--- src/pkg/lehp_map.svh ---
// Offsets, field positions, reset values and pin-vector layout for the lookup engine host port.
// Included by the design; holds definitions only.
`ifndef LEHP_MAP_SVH
`define LEHP_MAP_SVH

// APB register byte offsets
`define LEHP_OFF_CONFIG 8'h00
`define LEHP_OFF_DEVSEL 8'h04
`define LEHP_OFF_STATUS 8'h08
`define LEHP_OFF_INSTR 8'h0c

// Configuration register fields
`define LEHP_CFG_MASK_HI 31
`define LEHP_CFG_MASK_LO 29
`define LEHP_CFG_MODE_HI 27
`define LEHP_CFG_MODE_LO 26
`define LEHP_CFG_LOWEST 25
`define LEHP_CFG_PAGE_HI 3
`define LEHP_CFG_RESET 32'h0000_0000
`define LEHP_MODE_HARD 2'h0
`define LEHP_MODE_SOFT 2'h3

// Device select register: page in 3..0, compare enable (active low) in bit 4
`define LEHP_DS_EN_N 4
`define LEHP_DS_RESET 32'h0000_0010

// Instruction register layout
`define LEHP_INS_OP_HI 5
`define LEHP_INS_MASK_HI 8
`define LEHP_INS_MASK_LO 6
`define LEHP_INS_SEG 12
`define LEHP_INS_DIR 13
`define LEHP_INS_RESET 14'h0000

// Status register result types
`define LEHP_TYPE_RESET 2'h0
`define LEHP_TYPE_MATCH 2'h1
`define LEHP_TYPE_MEM 2'h2

// Operation codes on the opcode lines
`define LEHP_OP_CMP 6'h01
`define LEHP_OP_WR_NF 6'h02
`define LEHP_OP_TOP 6'h03
`define LEHP_OP_MEM_IND 6'h04
`define LEHP_OP_REG 6'h05
`define LEHP_OP_VALID 6'h06
`define LEHP_OP_PAGE 6'h07

// Synchronised pin vector layout
`define LEHP_PIN_W 55
`define LEHP_P_EN_N 54
`define LEHP_P_OE_N 53
`define LEHP_P_WR_N 52
`define LEHP_P_CS1_N 51
`define LEHP_P_CS2_N 50
`define LEHP_P_QUAL_N 49
`define LEHP_P_SEG 48
`define LEHP_P_VB_N 47
`define LEHP_P_MIN_N 46
`define LEHP_P_FIN_N 45
`define LEHP_P_AC_HI 44
`define LEHP_P_AC_LO 32

`endif

--- src/pkg/lehp_pkg.sv ---
// Types shared by the lookup engine host port.
// Assumes nothing beyond a SystemVerilog compiler.
package lehp_pkg;

  typedef enum logic [3:0] {
    ST_IDLE = 4'b0001,
    ST_WAIT = 4'b0010,
    ST_HOLD = 4'b0100,
    ST_DONE = 4'b1000
  } lehp_state_t;

  typedef enum logic [2:0] {
    CLS_NONE = 3'h0,
    CLS_CMP = 3'h1,
    CLS_NF = 3'h2,
    CLS_TOP = 3'h3,
    CLS_MEM = 3'h4
  } lehp_class_t;

endpackage : lehp_pkg

--- src/hdl/lehp_host_port.sv ---
// Host-side control port of a 64-bit associative lookup engine: pin decode, software
// instruction register, active-address output drive, APB register access.
// Assumes the array core answers each coreReq with one coreDone pulse; pins are asynchronous.
//
// The APB slave port and the placing of the registers were decided locally.
`timescale 1ns/10ps
`include "lehp_map.svh"

// Behaviour
// (RULE1) Qualifier low: segment and bus form an array address; high: control information.
// (RULE2) Host decode drives qualifier high inside the mapped control range only.
// (RULE3) Enabled by either select low, or device select page match with enable.
// (RULE4) Validity line acts as an extra data bit on array reads and writes.
// (RULE5) Write stores validity level, read drives it; low valid, high empty.
// (RULE6) Mode both low hardware, both high software; software qualifier-high read returns status.
// (RULE7) Segment select low picks lower 32 bits, high picks upper 32 bits.
// (RULE8) Hardware control: lines 8-6 pick mask register, lines 5-0 the opcode.
// (RULE9) Software qualifier-high write loads instruction from data 11-0; bit 12 is segment.
// (RULE10) Software: data bit 13 at cycle start replaces write strobe.
// (RULE11) Instructions needing no data execute in the loading cycle.
// (RULE12) Data-carrying instructions execute on the next qualifier-low data cycle.
// (RULE13) Loaded instruction persists for every later qualifier-low data cycle.
// (RULE14) Host follows each instruction with the cycle type it expects.
// (RULE15) Host loads compare once, then alternates comparand writes and status reads.
// (RULE16) After cascade operations only the top device, or lowest on mismatch, drives status.
// (RULE17) After random access every selected device drives status; host selects one.
// (RULE18) Active address shows the address from the latest control state changing it.
// (RULE19) After a match only the top-priority matching device drives active address.
// (RULE20) No match anywhere: lowest-priority device drives all ones, others float.
// (RULE21) After next-free write only the written device drives that address.
// (RULE22) System full: write suppressed, lowest-priority device drives all ones.
// (RULE23) Active address changes only while strobe high, latched once it goes low.
// (RULE24) Output-enable input high keeps active address high-impedance.
// (RULE25) Other mode values act as hardware control.
module lehp_host_port #(
  parameter int AW = 13
) (
  input wire logic clock,
  input wire logic rst,
  input wire logic psel,
  input wire logic penable,
  input wire logic pwrite,
  input wire logic [7:0] paddr,
  input wire logic [31:0] pwdata,
  output logic [31:0] prdata,
  output logic pready,
  output logic pslverr,
  input wire logic enable_n,
  input wire logic output_enable_n,
  input wire logic write_n,
  input wire logic select_one_n,
  input wire logic select_two_n,
  input wire logic address_qualifier_n,
  input wire logic segment_select,
  input wire logic [AW-1:0] addr_ctrl_bus,
  input wire logic match_in_n,
  input wire logic full_in_n,
  input wire logic [31:0] data_lines_in,
  output logic [31:0] data_lines_out,
  output logic data_lines_oe,
  input wire logic validity_line_n_in,
  output logic validity_line_n_out,
  output logic validity_line_oe,
  output logic [AW+3:0] active_address_out,
  output logic active_address_oe,
  output logic coreReq,
  output logic [5:0] coreOp,
  output logic [2:0] coreMask,
  output logic [AW-1:0] coreAddr,
  output logic coreDirect,
  output logic coreSeg,
  output logic coreWrite,
  output logic [31:0] coreWData,
  output logic coreValidN,
  input wire logic coreDone,
  input wire logic coreHit,
  input wire logic coreMultiN,
  input wire logic coreFullN,
  input wire logic coreWrote,
  input wire logic [AW-1:0] coreResAddr,
  input wire logic [31:0] coreRdData,
  input wire logic coreRdValidN
);

  localparam int PW = `LEHP_PIN_W;

  logic [PW-1:0] pinMeta;
  logic [PW-1:0] pinSync;
  logic enPrev;
  logic [31:0] config_q;
  logic [31:0] devSel;
  logic [13:0] instr;
  lehp_pkg::lehp_state_t state;
  lehp_pkg::lehp_class_t cls;
  lehp_pkg::lehp_class_t lastCls;
  logic isRead;
  logic isStatus;
  logic memData;
  logic [AW+3:0] aaPend;
  logic aaOwn;
  logic [1:0] resType;
  logic matchN;
  logic multiN;
  logic fullN;
  logic apbAccess;

  // Decode of the cycle seen at the strobe's falling edge
  logic cycStart;
  logic selected;
  logic softMode;
  logic qualHigh;
  logic wrCycle;
  logic [31:0] dq;
  logic [AW-1:0] ac;
  logic [13:0] next_instr;
  logic loadInstr;
  logic doCore;
  logic doStatus;
  logic [5:0] op;
  logic [2:0] mask;
  logic seg;
  logic wr;
  logic direct;
  lehp_pkg::lehp_class_t opCls;

  function automatic lehp_pkg::lehp_class_t lehp_op_class(input logic [5:0] o);
    case (o)
      `LEHP_OP_CMP: lehp_op_class = lehp_pkg::CLS_CMP;
      `LEHP_OP_WR_NF: lehp_op_class = lehp_pkg::CLS_NF;
      `LEHP_OP_TOP: lehp_op_class = lehp_pkg::CLS_TOP;
      `LEHP_OP_MEM_IND: lehp_op_class = lehp_pkg::CLS_MEM;
      default: lehp_op_class = lehp_pkg::CLS_NONE;
    endcase
  endfunction : lehp_op_class

  function automatic logic lehp_needs_data(input logic [5:0] o);
    lehp_needs_data = (o == `LEHP_OP_MEM_IND) || (o == `LEHP_OP_REG) || (o == `LEHP_OP_VALID) ||
      (o == `LEHP_OP_PAGE);
  endfunction : lehp_needs_data

  // Two-stage synchroniser on every pin input
  always_ff @(posedge clock) begin
    pinMeta <= {enable_n, output_enable_n, write_n, select_one_n, select_two_n, address_qualifier_n,
      segment_select, validity_line_n_in, match_in_n, full_in_n, addr_ctrl_bus, data_lines_in};
    pinSync <= pinMeta;
  end

  always_ff @(posedge clock) begin
    if (rst) begin
      enPrev <= 1'b1;
    end else begin
      enPrev <= pinSync[`LEHP_P_EN_N];
    end
  end

  always_comb begin
    cycStart = enPrev && !pinSync[`LEHP_P_EN_N] && (state == lehp_pkg::ST_IDLE);
    selected = !pinSync[`LEHP_P_CS1_N] || !pinSync[`LEHP_P_CS2_N] ||
      (!devSel[`LEHP_DS_EN_N] && devSel[3:0] == config_q[`LEHP_CFG_PAGE_HI:0]); // [RULE3]
    // Only the all-high pattern selects software control [RULE6] [RULE25]
    softMode = config_q[`LEHP_CFG_MODE_HI:`LEHP_CFG_MODE_LO] == `LEHP_MODE_SOFT;
    qualHigh = pinSync[`LEHP_P_QUAL_N];
    wrCycle = !pinSync[`LEHP_P_WR_N];
    dq = pinSync[31:0];
    ac = pinSync[`LEHP_P_AC_HI:`LEHP_P_AC_LO];
    next_instr = instr;
    loadInstr = 1'b0;
    doCore = 1'b0;
    doStatus = 1'b0;
    op = 6'h00;
    mask = config_q[`LEHP_CFG_MASK_HI:`LEHP_CFG_MASK_LO];
    seg = pinSync[`LEHP_P_SEG]; // [RULE7]
    wr = wrCycle;
    direct = 1'b0;
    if (softMode) begin
      if (qualHigh && wrCycle) begin
        loadInstr = 1'b1;
        next_instr = dq[13:0]; // [RULE9]
        if (!lehp_needs_data(dq[`LEHP_INS_OP_HI:0])) begin
          doCore = 1'b1; // [RULE11]
          op = dq[`LEHP_INS_OP_HI:0];
          mask = dq[`LEHP_INS_MASK_HI:`LEHP_INS_MASK_LO];
          seg = dq[`LEHP_INS_SEG];
          wr = !dq[`LEHP_INS_DIR]; // [RULE10]
        end
      end else if (qualHigh) begin
        doStatus = 1'b1; // [RULE6]
      end else if (lehp_needs_data(instr[`LEHP_INS_OP_HI:0])) begin
        // Persisting instruction runs on each data cycle [RULE12] [RULE13]
        doCore = 1'b1;
        op = instr[`LEHP_INS_OP_HI:0];
        mask = instr[`LEHP_INS_MASK_HI:`LEHP_INS_MASK_LO];
        seg = instr[`LEHP_INS_SEG];
      end
    end else if (qualHigh) begin
      doCore = 1'b1;
      op = ac[5:0]; // [RULE8]
      mask = ac[8:6];
      // Control read with qualifier high in hardware mode: plain control state
    end else begin
      doCore = 1'b1; // [RULE1]
      direct = 1'b1;
    end
    opCls = direct ? lehp_pkg::CLS_MEM : lehp_op_class(op);
  end

  // Cycle sequencer
  always_ff @(posedge clock) begin
    if (rst) begin
      state <= lehp_pkg::ST_IDLE;
      cls <= lehp_pkg::CLS_NONE;
      isRead <= 1'b0;
      isStatus <= 1'b0;
      memData <= 1'b0;
    end else begin
      case (state)
        lehp_pkg::ST_IDLE: begin
          if (cycStart && selected && doCore) begin
            state <= lehp_pkg::ST_WAIT;
            cls <= opCls;
            // Never drive the data lines back during a host write cycle, even for a read-type load
            isRead <= !wrCycle;
            isStatus <= 1'b0;
            memData <= direct || op == `LEHP_OP_MEM_IND || op == `LEHP_OP_VALID;
          end else if (cycStart && selected && doStatus) begin
            state <= lehp_pkg::ST_HOLD;
            cls <= lehp_pkg::CLS_NONE;
            isRead <= 1'b1;
            isStatus <= 1'b1;
            memData <= 1'b0;
          end
        end
        lehp_pkg::ST_WAIT: begin
          if (coreDone) begin
            state <= lehp_pkg::ST_HOLD;
          end
        end
        lehp_pkg::ST_HOLD: begin
          if (pinSync[`LEHP_P_EN_N]) begin
            state <= lehp_pkg::ST_DONE;
          end
        end
        lehp_pkg::ST_DONE: begin
          state <= lehp_pkg::ST_IDLE;
        end
        default: begin
          state <= lehp_pkg::ST_IDLE;
        end
      endcase
    end
  end

  // Software instruction register
  always_ff @(posedge clock) begin
    if (rst) begin
      instr <= `LEHP_INS_RESET;
    end else if (cycStart && selected && loadInstr) begin
      instr <= next_instr; // [RULE9]
    end
  end

  // Request to the array core
  always_ff @(posedge clock) begin
    if (rst) begin
      coreReq <= 1'b0;
      coreOp <= 6'h00;
      coreMask <= 3'h0;
      coreAddr <= '0;
      coreDirect <= 1'b0;
      coreSeg <= 1'b0;
      coreWrite <= 1'b0;
      coreWData <= 32'h0000_0000;
      coreValidN <= 1'b1;
    end else begin
      coreReq <= cycStart && selected && doCore;
      if (cycStart && selected && doCore) begin
        coreOp <= op;
        coreMask <= mask;
        coreAddr <= ac;
        coreDirect <= direct;
        coreSeg <= seg; // [RULE7]
        coreWrite <= wr;
        coreWData <= dq;
        coreValidN <= pinSync[`LEHP_P_VB_N]; // [RULE4] [RULE5]
      end
    end
  end

  // Result capture; the pin value follows later, only while the strobe is high
  always_ff @(posedge clock) begin
    if (rst) begin
      aaPend <= '1;
      aaOwn <= 1'b0;
      resType <= `LEHP_TYPE_RESET;
      lastCls <= lehp_pkg::CLS_NONE;
      matchN <= 1'b1;
      multiN <= 1'b1;
      fullN <= 1'b1;
    end else if (state == lehp_pkg::ST_WAIT && coreDone) begin
      case (cls)
        lehp_pkg::CLS_CMP, lehp_pkg::CLS_TOP: begin
          matchN <= !coreHit;
          multiN <= coreMultiN;
          lastCls <= cls;
          resType <= `LEHP_TYPE_MATCH;
          if (coreHit) begin
            aaPend <= {config_q[`LEHP_CFG_PAGE_HI:0], coreResAddr}; // [RULE18]
            aaOwn <= pinSync[`LEHP_P_MIN_N]; // [RULE19]
          end else begin
            aaPend <= '1;
            aaOwn <= config_q[`LEHP_CFG_LOWEST] && pinSync[`LEHP_P_MIN_N]; // [RULE20]
          end
        end
        lehp_pkg::CLS_NF: begin
          fullN <= coreFullN;
          lastCls <= cls;
          resType <= `LEHP_TYPE_MEM;
          if (coreWrote) begin
            aaPend <= {config_q[`LEHP_CFG_PAGE_HI:0], coreResAddr}; // [RULE21]
            aaOwn <= 1'b1;
          end else begin
            aaPend <= '1; // [RULE22]
            aaOwn <= config_q[`LEHP_CFG_LOWEST] && !pinSync[`LEHP_P_FIN_N];
          end
        end
        lehp_pkg::CLS_MEM: begin
          lastCls <= cls;
          resType <= `LEHP_TYPE_MEM;
          aaPend <= {config_q[`LEHP_CFG_PAGE_HI:0], coreResAddr}; // [RULE18]
          aaOwn <= 1'b1;
        end
        default: begin
          // Register writes and the like leave the address untouched
        end
      endcase
    end
  end

  // Pins update only while the strobe is high [RULE23]; output enable high floats the bus [RULE24]
  always_ff @(posedge clock) begin
    if (rst) begin
      active_address_out <= '1;
      active_address_oe <= 1'b0;
    end else if (pinSync[`LEHP_P_EN_N]) begin
      active_address_out <= aaPend;
      active_address_oe <= aaOwn && !pinSync[`LEHP_P_OE_N];
    end else begin
      active_address_oe <= active_address_oe && !pinSync[`LEHP_P_OE_N]; // [RULE24]
    end
  end

  // Data and validity drive during a read, released when the strobe rises
  always_ff @(posedge clock) begin
    if (rst) begin
      data_lines_out <= 32'h0000_0000;
      data_lines_oe <= 1'b0;
      validity_line_n_out <= 1'b1;
      validity_line_oe <= 1'b0;
    end else if (state == lehp_pkg::ST_WAIT && coreDone && isRead) begin
      data_lines_out <= coreRdData;
      data_lines_oe <= 1'b1;
      validity_line_n_out <= coreRdValidN; // [RULE5]
      validity_line_oe <= memData; // [RULE4]
    end else if (state == lehp_pkg::ST_IDLE && cycStart && selected && doStatus) begin
      data_lines_out <= {1'b0, matchN, multiN, fullN, 2'h0, resType, 4'h0,
        config_q[`LEHP_CFG_PAGE_HI:0], 3'h0, aaPend[AW-1:0]};
      // Cascade results: owner only [RULE16]; random access: any selected device [RULE17]
      data_lines_oe <= (lastCls == lehp_pkg::CLS_MEM) || (lastCls == lehp_pkg::CLS_NONE) || aaOwn;
    end else if (state == lehp_pkg::ST_DONE) begin
      data_lines_oe <= 1'b0;
      validity_line_oe <= 1'b0;
    end
  end

  // APB slave: one wait state, pready from a flop
  assign apbAccess = psel && penable && pready;

  always_ff @(posedge clock) begin
    if (rst) begin
      pready <= 1'b0;
    end else begin
      pready <= psel && penable && !pready;
    end
  end

  always_ff @(posedge clock) begin
    if (rst) begin
      config_q <= `LEHP_CFG_RESET;
      devSel <= `LEHP_DS_RESET;
    end else if (apbAccess && pwrite) begin
      if (paddr == `LEHP_OFF_CONFIG) begin
        config_q <= pwdata;
      end
      if (paddr == `LEHP_OFF_DEVSEL) begin
        devSel <= {27'h0, pwdata[4:0]};
      end
    end
  end

  always_ff @(posedge clock) begin
    if (rst) begin
      prdata <= 32'h0000_0000;
      pslverr <= 1'b0;
    end else if (psel && penable && !pready) begin
      pslverr <= 1'b0;
      case (paddr)
        `LEHP_OFF_CONFIG: prdata <= config_q;
        `LEHP_OFF_DEVSEL: prdata <= devSel;
        `LEHP_OFF_STATUS: prdata <= {1'b0, matchN, multiN, fullN, 2'h0, resType, 4'h0,
          config_q[`LEHP_CFG_PAGE_HI:0], 3'h0, aaPend[AW-1:0]};
        `LEHP_OFF_INSTR: prdata <= {18'h0, instr};
        default: begin
          prdata <= 32'h0000_0000;
          pslverr <= 1'b1;
        end
      endcase
    end else begin
      pslverr <= 1'b0;
    end
  end

endmodule : lehp_host_port

--- config.mk ---
export PLATFORM = sky130hd
export DESIGN_NAME = lehp_host_port
export DESIGN_NICKNAME = d
export VERILOG_FILES = /design/src/pkg/lehp_pkg.sv /design/src/hdl/lehp_host_port.sv
export VERILOG_INCLUDE_DIRS = /design/src /design/src/pkg
export SDC_FILE = /design/constraint.sdc
export NUM_CORES = 1
export LEC_CHECK = 0
export ABC_AREA = 0
export BUFFER_PORTS_ARGS = -buffer_cell sky130_fd_sc_hd__buf_2
export CORE_ASPECT_RATIO = 2
export CORE_UTILIZATION = 48
export CTS_BUF_LIST = sky130_fd_sc_hd__clkbuf_16
export CTS_CLUSTER_DIAMETER = 100
export CTS_CLUSTER_SIZE = 28
export DETAILED_ROUTE_END_ITERATION = 16
export PLACE_DENSITY_LB_ADDON = 0.08
export SKIP_CTS_REPAIR_TIMING = 1
export SLEW_MARGIN = 20
export SYNTH_ARGS = -nofsm -noshare
export SYNTH_HDL_FRONTEND = slang
export SYNTH_SLANG_ARGS = --single-unit
--- constraint.sdc ---
create_clock -name clock -period 1.9 [get_ports clock]
set_clock_uncertainty 0.05 [all_clocks]
set_input_delay 0.19 -clock clock [delete_from_list [all_inputs] [get_ports clock]]
set_output_delay 0.19 -clock clock [all_outputs]
set_load 0.05 [all_outputs]
## After elaboration in Yosys (flattened, before gate mapping)

Index checks and enable logic that the tools add are counted.

| cells by class | value |
|---|---|
| eq/ne operators | 31 |
| muxes and demuxes | 62 |
| bitwise gates (word level) | 1 |
| reduce and logical (&&, ||, !) cells | 67 |

Operators by type and width:

| cell | number |
|---|---|
| 32-bit case mux with 4 select lines | 1 |
| 32-bit 2-to-1 mux | 2 |
| 6-bit by 3-bit equality test with 1-bit output (second input constant) | 10 |
| 17-bit case mux with 3 select lines | 1 |
| 6-bit 2-to-1 mux | 6 |
| 17-bit 2-to-1 mux | 2 |
| 1-bit 2-to-1 mux | 33 |
| 3-bit 2-to-1 mux | 9 |
| 1-bit logical AND | 21 |
| 2-bit AND reduction | 9 |
| 8-bit by 4-bit equality test with 1-bit output (second input constant) | 2 |
| 4-bit 2-to-1 mux | 4 |
| 6-bit by 2-bit equality test with 1-bit output (second input constant) | 2 |
| 1-bit logical OR | 12 |
| 3-bit case mux with 4 select lines | 1 |
| 4-bit case mux with 3 select lines | 1 |
| 1-bit zero test | 10 |
| 8-bit by 3-bit equality test with 1-bit output (second input constant) | 1 |
| 8-bit zero test | 1 |
| 2-bit nonzero test | 4 |
| 4-bit OR reduction | 2 |
| 3-bit by 2-bit equality test with 1-bit output (second input constant) | 2 |
| 3-bit equality test (second input constant) | 2 |
| 6-bit by 1-bit equality test with 1-bit output (second input constant) | 1 |
| other kinds (16) | 22 |

| storage, ports and cells | value |
|---|---|
| register bits | 343 |
| bits of input ports | 151 |

## Logic depth before layout (Yosys ltp)

| logic depth | value |
|---|---|
| depth after elaboration | 12 |
| depth in mapped cells | 9 |

## Least setup slack after synthesis

OpenSTA, ideal clock, no wires.

| timing path | value |
|---|---|
| kind | register to register |
| start point | reg state[1] |
| end point | reg data_lines_out[31] |
| arrival time | 1902 ps |
| required time | 1718 ps |
| setup slack | -185 ps |
| cell stages (with the launch flop) | 8 |
| path buffers | 2 |
| cell sequence | dfxtp_1 > or4b_4 > nor4_2 > a21oi_1 > buf_6 > buf_2 > o211ai_1 > a21oi_1 |

| between the ends | value |
|---|---|
| longest elaborated chain between the ends | 6 |
| elaborated cells on any way between the ends | 10 |
| classes of those cells | eq/ne (2); mux (1); reduce/logical (7) |

Ends and longest elaborated chain:

| item | RTL line | text |
|---|---|---|
| start: declaration | lehp_host_port.sv:93 | `lehp_pkg::lehp_state_t state;` |
| start signal: assignment | lehp_host_port.sv:210 | `state <= lehp_pkg::ST_IDLE;` |
| start signal: assignment | lehp_host_port.sv:219 | `state <= lehp_pkg::ST_WAIT;` |
| start signal: assignment | lehp_host_port.sv:226 | `state <= lehp_pkg::ST_HOLD;` |
| 4-bit by 1-bit equality test with 1-bit output | lehp_host_port.sv:157, lehp_host_port.sv:364 |  |
| 1-bit logical AND | lehp_host_port.sv:157 | `` cycStart = enPrev && !pinSync[`LEHP_P_EN_N] && (state == lehp_pkg::ST_IDLE); `` |
| 1-bit logical AND (3 in a row) | lehp_host_port.sv:364 | `end else if (state == lehp_pkg::ST_IDLE && cycStart && selected && doStatus) begin` |
| 2-bit nonzero test (no line) | n/a |  |
| end signal: assignment | lehp_host_port.sv:360 | `data_lines_out <= coreRdData;` |
| end signal: assignment | lehp_host_port.sv:365 | `data_lines_out <= {1'b0, matchN, multiN, fullN, 2'h0, resType, 4'h0,` |
| end: declaration | lehp_host_port.sv:59 | `output logic [31:0] data_lines_out,` |

Parallel ways exist; a longest one is shown, timed or not.
A chain may end at the register's enable or synchronous reset.

## Worst setup path in the final report

| timing path | value |
|---|---|
| start point | reg state[2] |
| end point | reg coreSeg |

| between the ends | value |
|---|---|
| longest elaborated chain between the ends | 4 |

Ends and longest elaborated chain:

| item | RTL line | text |
|---|---|---|
| 4-bit by 1-bit equality test with 1-bit output | lehp_host_port.sv:157 |  |
| 1-bit logical AND | lehp_host_port.sv:157 |  |
| 1-bit logical AND (2 in a row) | lehp_host_port.sv:276 | `if (cycStart && selected && doCore) begin` |
| end signal: assignment | lehp_host_port.sv:281 | `coreSeg <= seg;` |
| end: declaration | lehp_host_port.sv:71 | `output logic coreSeg,` |

Every way passes these cells.

==> impl_metrics.csv <==
group,metric,value,unit
status,status,"complete, but fails checks",
status,violations,"setup timing",
critical_path,crit_required,2.30,ns
global_routing,grt_max_degree,56,
place,dp.cells,1868,
timing,maxSlewViolCount,0,
clocking,clk_latency,0.53,ns
critical_path,worstPathArrival,2.58,ns
clocking,cts_tree,"built",
flow_run,drv_cap,0,
layout,synthToLayoutAreaGrowth,39.1,%
synthesis,async_flop_share,0,%
worst_hold_path,min-delay-path-class,"in2reg",
synthesis,ys_warn_count,0,
detailed_routing,drt-initial-drc-count,661,
synthesis,synth_top_area_share,57.1,%
global_routing,grt.total_usage,27.8,%
layout,instances_no_fill,2038,
clocking,clockRootBuffer,"clkbuf_16",
power_and_ir_drop,p_per_area,805,nW/µm²
critical_path,crit_path_end_kind,"register",
detailed_routing,final_antenna_net_count,0,
synthesis,syn_area,12000,µm²
floorplan,ios,297,
place,port_buffers,296,
clocking,htree_num_levels,1,
synthesis,synth_edf_count,0,
floorplan,die-area,25600,µm²
power_and_ir_drop,fin_total_pwr,13.4,mW
detailed_routing,vias,11200,
timing,layout_setup_ws,-0.281,ns
critical_path,critical_path.max_stage_delay,0.55,ns
layout,drive_above_1_share,29.9,%
synthesis,syn_area_per_cell,9.63,µm²
global_routing,use_met3,3.31,%
critical_path,cp-start-kind,"register",
floorplan,coreArea,24500,µm²
synthesis,synth_area_leaders,"dfxtp_1 (57%), a21oi_1 (6.2%), o21ai_0 (3.4%)",
global_routing,grt_pass1_wl,54400,µm
global_routing,grt_busiest_layer,"met2",
synthesis,yosysMostFrequentCell,"dfxtp_1",
timing,timing.fmax,458,MHz
detailed_routing,drt-wirelength-per-cell,19.3,µm
timing,tightest_slew,0.560,ns
timing,hold_viol,0,
synthesis,syn_nets,1395,
timing,slew_headroom,62.7,%
synthesis,synth_cell_types,65,
global_routing,grt.met1_usage,29.1,%
critical_path,crit_type,"reg2reg",
clocking,numCtsBuffers,16,
global_routing,grt-ovfl-total,0,
place,gp_congestion,0.954,
layout,nets,1856,
global_routing,grtUsageMet2,53.3,%
timing,rsz0062_at_grt,"yes",
synthesis,syn_inst,1244,
detailed_routing,drc,0,
floorplan,die_w,114,µm
detailed_routing,dr.pass1.iters,5,
clocking,clkTransAtPathRegs,0.11,ns
synthesis,synth_seq_cells,342,
power_and_ir_drop,leakagePower,6.87,nW
timing,fin_crit_sh,115,%
global_routing,grt_pass1_vias,9923,
floorplan,std_cell_rows,81,
synthesis,seq_area_frac_synth,57.1,%
synthesis,synth_top_flop_cell,"dfxtp_1",
clocking,cts_buffer_depth,3,
floorplan,initial_utilization,48.9,%
synthesis,yosysTopAreaCell,"dfxtp_1",
clocking,cts_sinks,342,
place,hpwlAfterDp,26600,µm
critical_path,crit_fanout,12,
critical_path,cp_slowest_cell,"or4b_4",
floorplan,die_y,225,µm
detailed_routing,via_per_inst,5.50,
power_and_ir_drop,peakVddDrop,1.17,mV
global_routing,antenna_found_initial,1,
critical_path,worstPathCellList,"or4b_4, nor4_4, a21o_4, buf_12, clkbuf_16, o2111ai_1, a21oi_1",
timing,setup_violations,114,
synthesis,yosys-top-cells-count,"dfxtp_1 (342), a21oi_1 (149), nand2_1 (108), clkbuf_1 (84), o21ai_0 (82)",
detailed_routing,wl,39300,µm
timing,period_needed,2.18,ns
[logic make-up (layout without fill, tap and decap cells)]
family | count (synthesis) | after routing | share of synthesized area, %
AO/OA/AOI/OAI | 395 | 396 | 20.7
XOR/XNOR | 7 | 7 | 0.512
buffers and inverters | 118 | 578 | 4.32
flip-flops | 342 | 342 | 57.1
multiplexers | 28 | 28 | 2.94
other | 0 | 1 | 0
AND/OR/NAND/NOR | 354 | 354 | 14.4
[routing by layer]
metal  part of all wire, %  wire length [µm]
met5                     0                 0
met4                   5.8              2280
met1                    35             13900
met2                    55             21500
met3                   4.3              1670
[area by class of cell]
| cell class | instances | area, µm² |
|---|---|---|
| multi-input cells | 785 | 4860 |
| well taps | 332 | 415 |
| flip-flops and latches | 342 | 6850 |
| inverters | 5 | 18.8 |
| diodes | 1 | 2.50 |
| fillers | 2061 | 7850 |
| repair buffers | 555 | 4070 |
| clock inverters | 1 | 30.0 |
| clock buffers | 17 | 425 |
[power breakdown]
part / total (mW) / internal [mW] / switching [mW]
clock network: 3.89 / 1.65 / 2.25
registers: 7.55 / 7.42 / 0.133
logic: 1.97 / 0.824 / 1.15
[worst paths after layout]
| path | startpoint | end | slack, ns | cells past startpoint |
|---|---|---|---|---|
| worst max-delay path | state[2] | coreSeg | -0.28 | 7 |
| worst min-delay path | rst | validity_line_oe | 0.02 | 2 |
| worst max register to register | state[2] | coreSeg | -0.28 | 7 |
| worst min register to register | pinMeta[32] | pinSync[32] | 0.28 | 0 |
[worst max-delay path: cells and delay by family, from the launching register on]
family / cells / cell delay, ns
AOI/OAI and AO/OA: 3 / 0.50
buffers and inverters: 2 / 0.35
DFF: 1 / 0.34
and+or+nand+nor: 2 / 0.85
[stage by stage]
stage / utilization, % / TNS, ns / hold slack (ns) / area, µm² / setup slack (ns)
5_1_grt: 68.0 / -32.24 / 0.0171 / 16700 / -0.340
3_5_place_dp: 58.9 / -17.51 / 0.244 / 14400 / -0.188
6_report: 68.0 / -25.56 / 0.0154 / 16700 / -0.281
3_3_place_gp: 58.9 / -14.30 / 0.242 / 14400 / -0.179
4_1_cts: 60.7 / -20.57 / -0.319 / 14900 / -0.235
2_1_floorplan: - / -6.17 / 0.168 / 12100 / -0.113
[sequential cells by signal, indices dropped and copies added (netlist names), 2 cells and up]
signal / count
pinMeta: 55
instr: 14
pinSync: 55
prdata: 32
coreOp: 6
lastCls: 2
resType: 2
aaPend: 17
coreAddr: 13
cls: 3
coreMask: 3
coreWData: 32
devSel: 5
config_q: 32
state: 4
data_lines_out: 32
active_address_out: 17
[placed cells by master (no fill, tap or decap), types with 5 or more instances in the layout]
cell type,count
a21oi_1,137
inv_1,5
dlygate4sd3_1,137
nand3_1,58
nand2b_1,5
nor2b_1,26
o211ai_1,32
nand4_1,5
a211o_1,21
buf_12,16
o21ai_0,39
and2_1,6
nand3b_1,5
a32oi_1,23
nand2_1,107
mux4_2,5
buf_4,97
mux2_2,8
a22oi_1,32
nand3_2,14
buf_2,295
a21oi_2,12
nor2_1,71
clkbuf_16,20
buf_6,5
o21ai_1,43
nor3_1,29
o21bai_1,18
mux2i_1,15
xor2_1,5
dfxtp_1,338
Power figures use the tool's default switching activity.
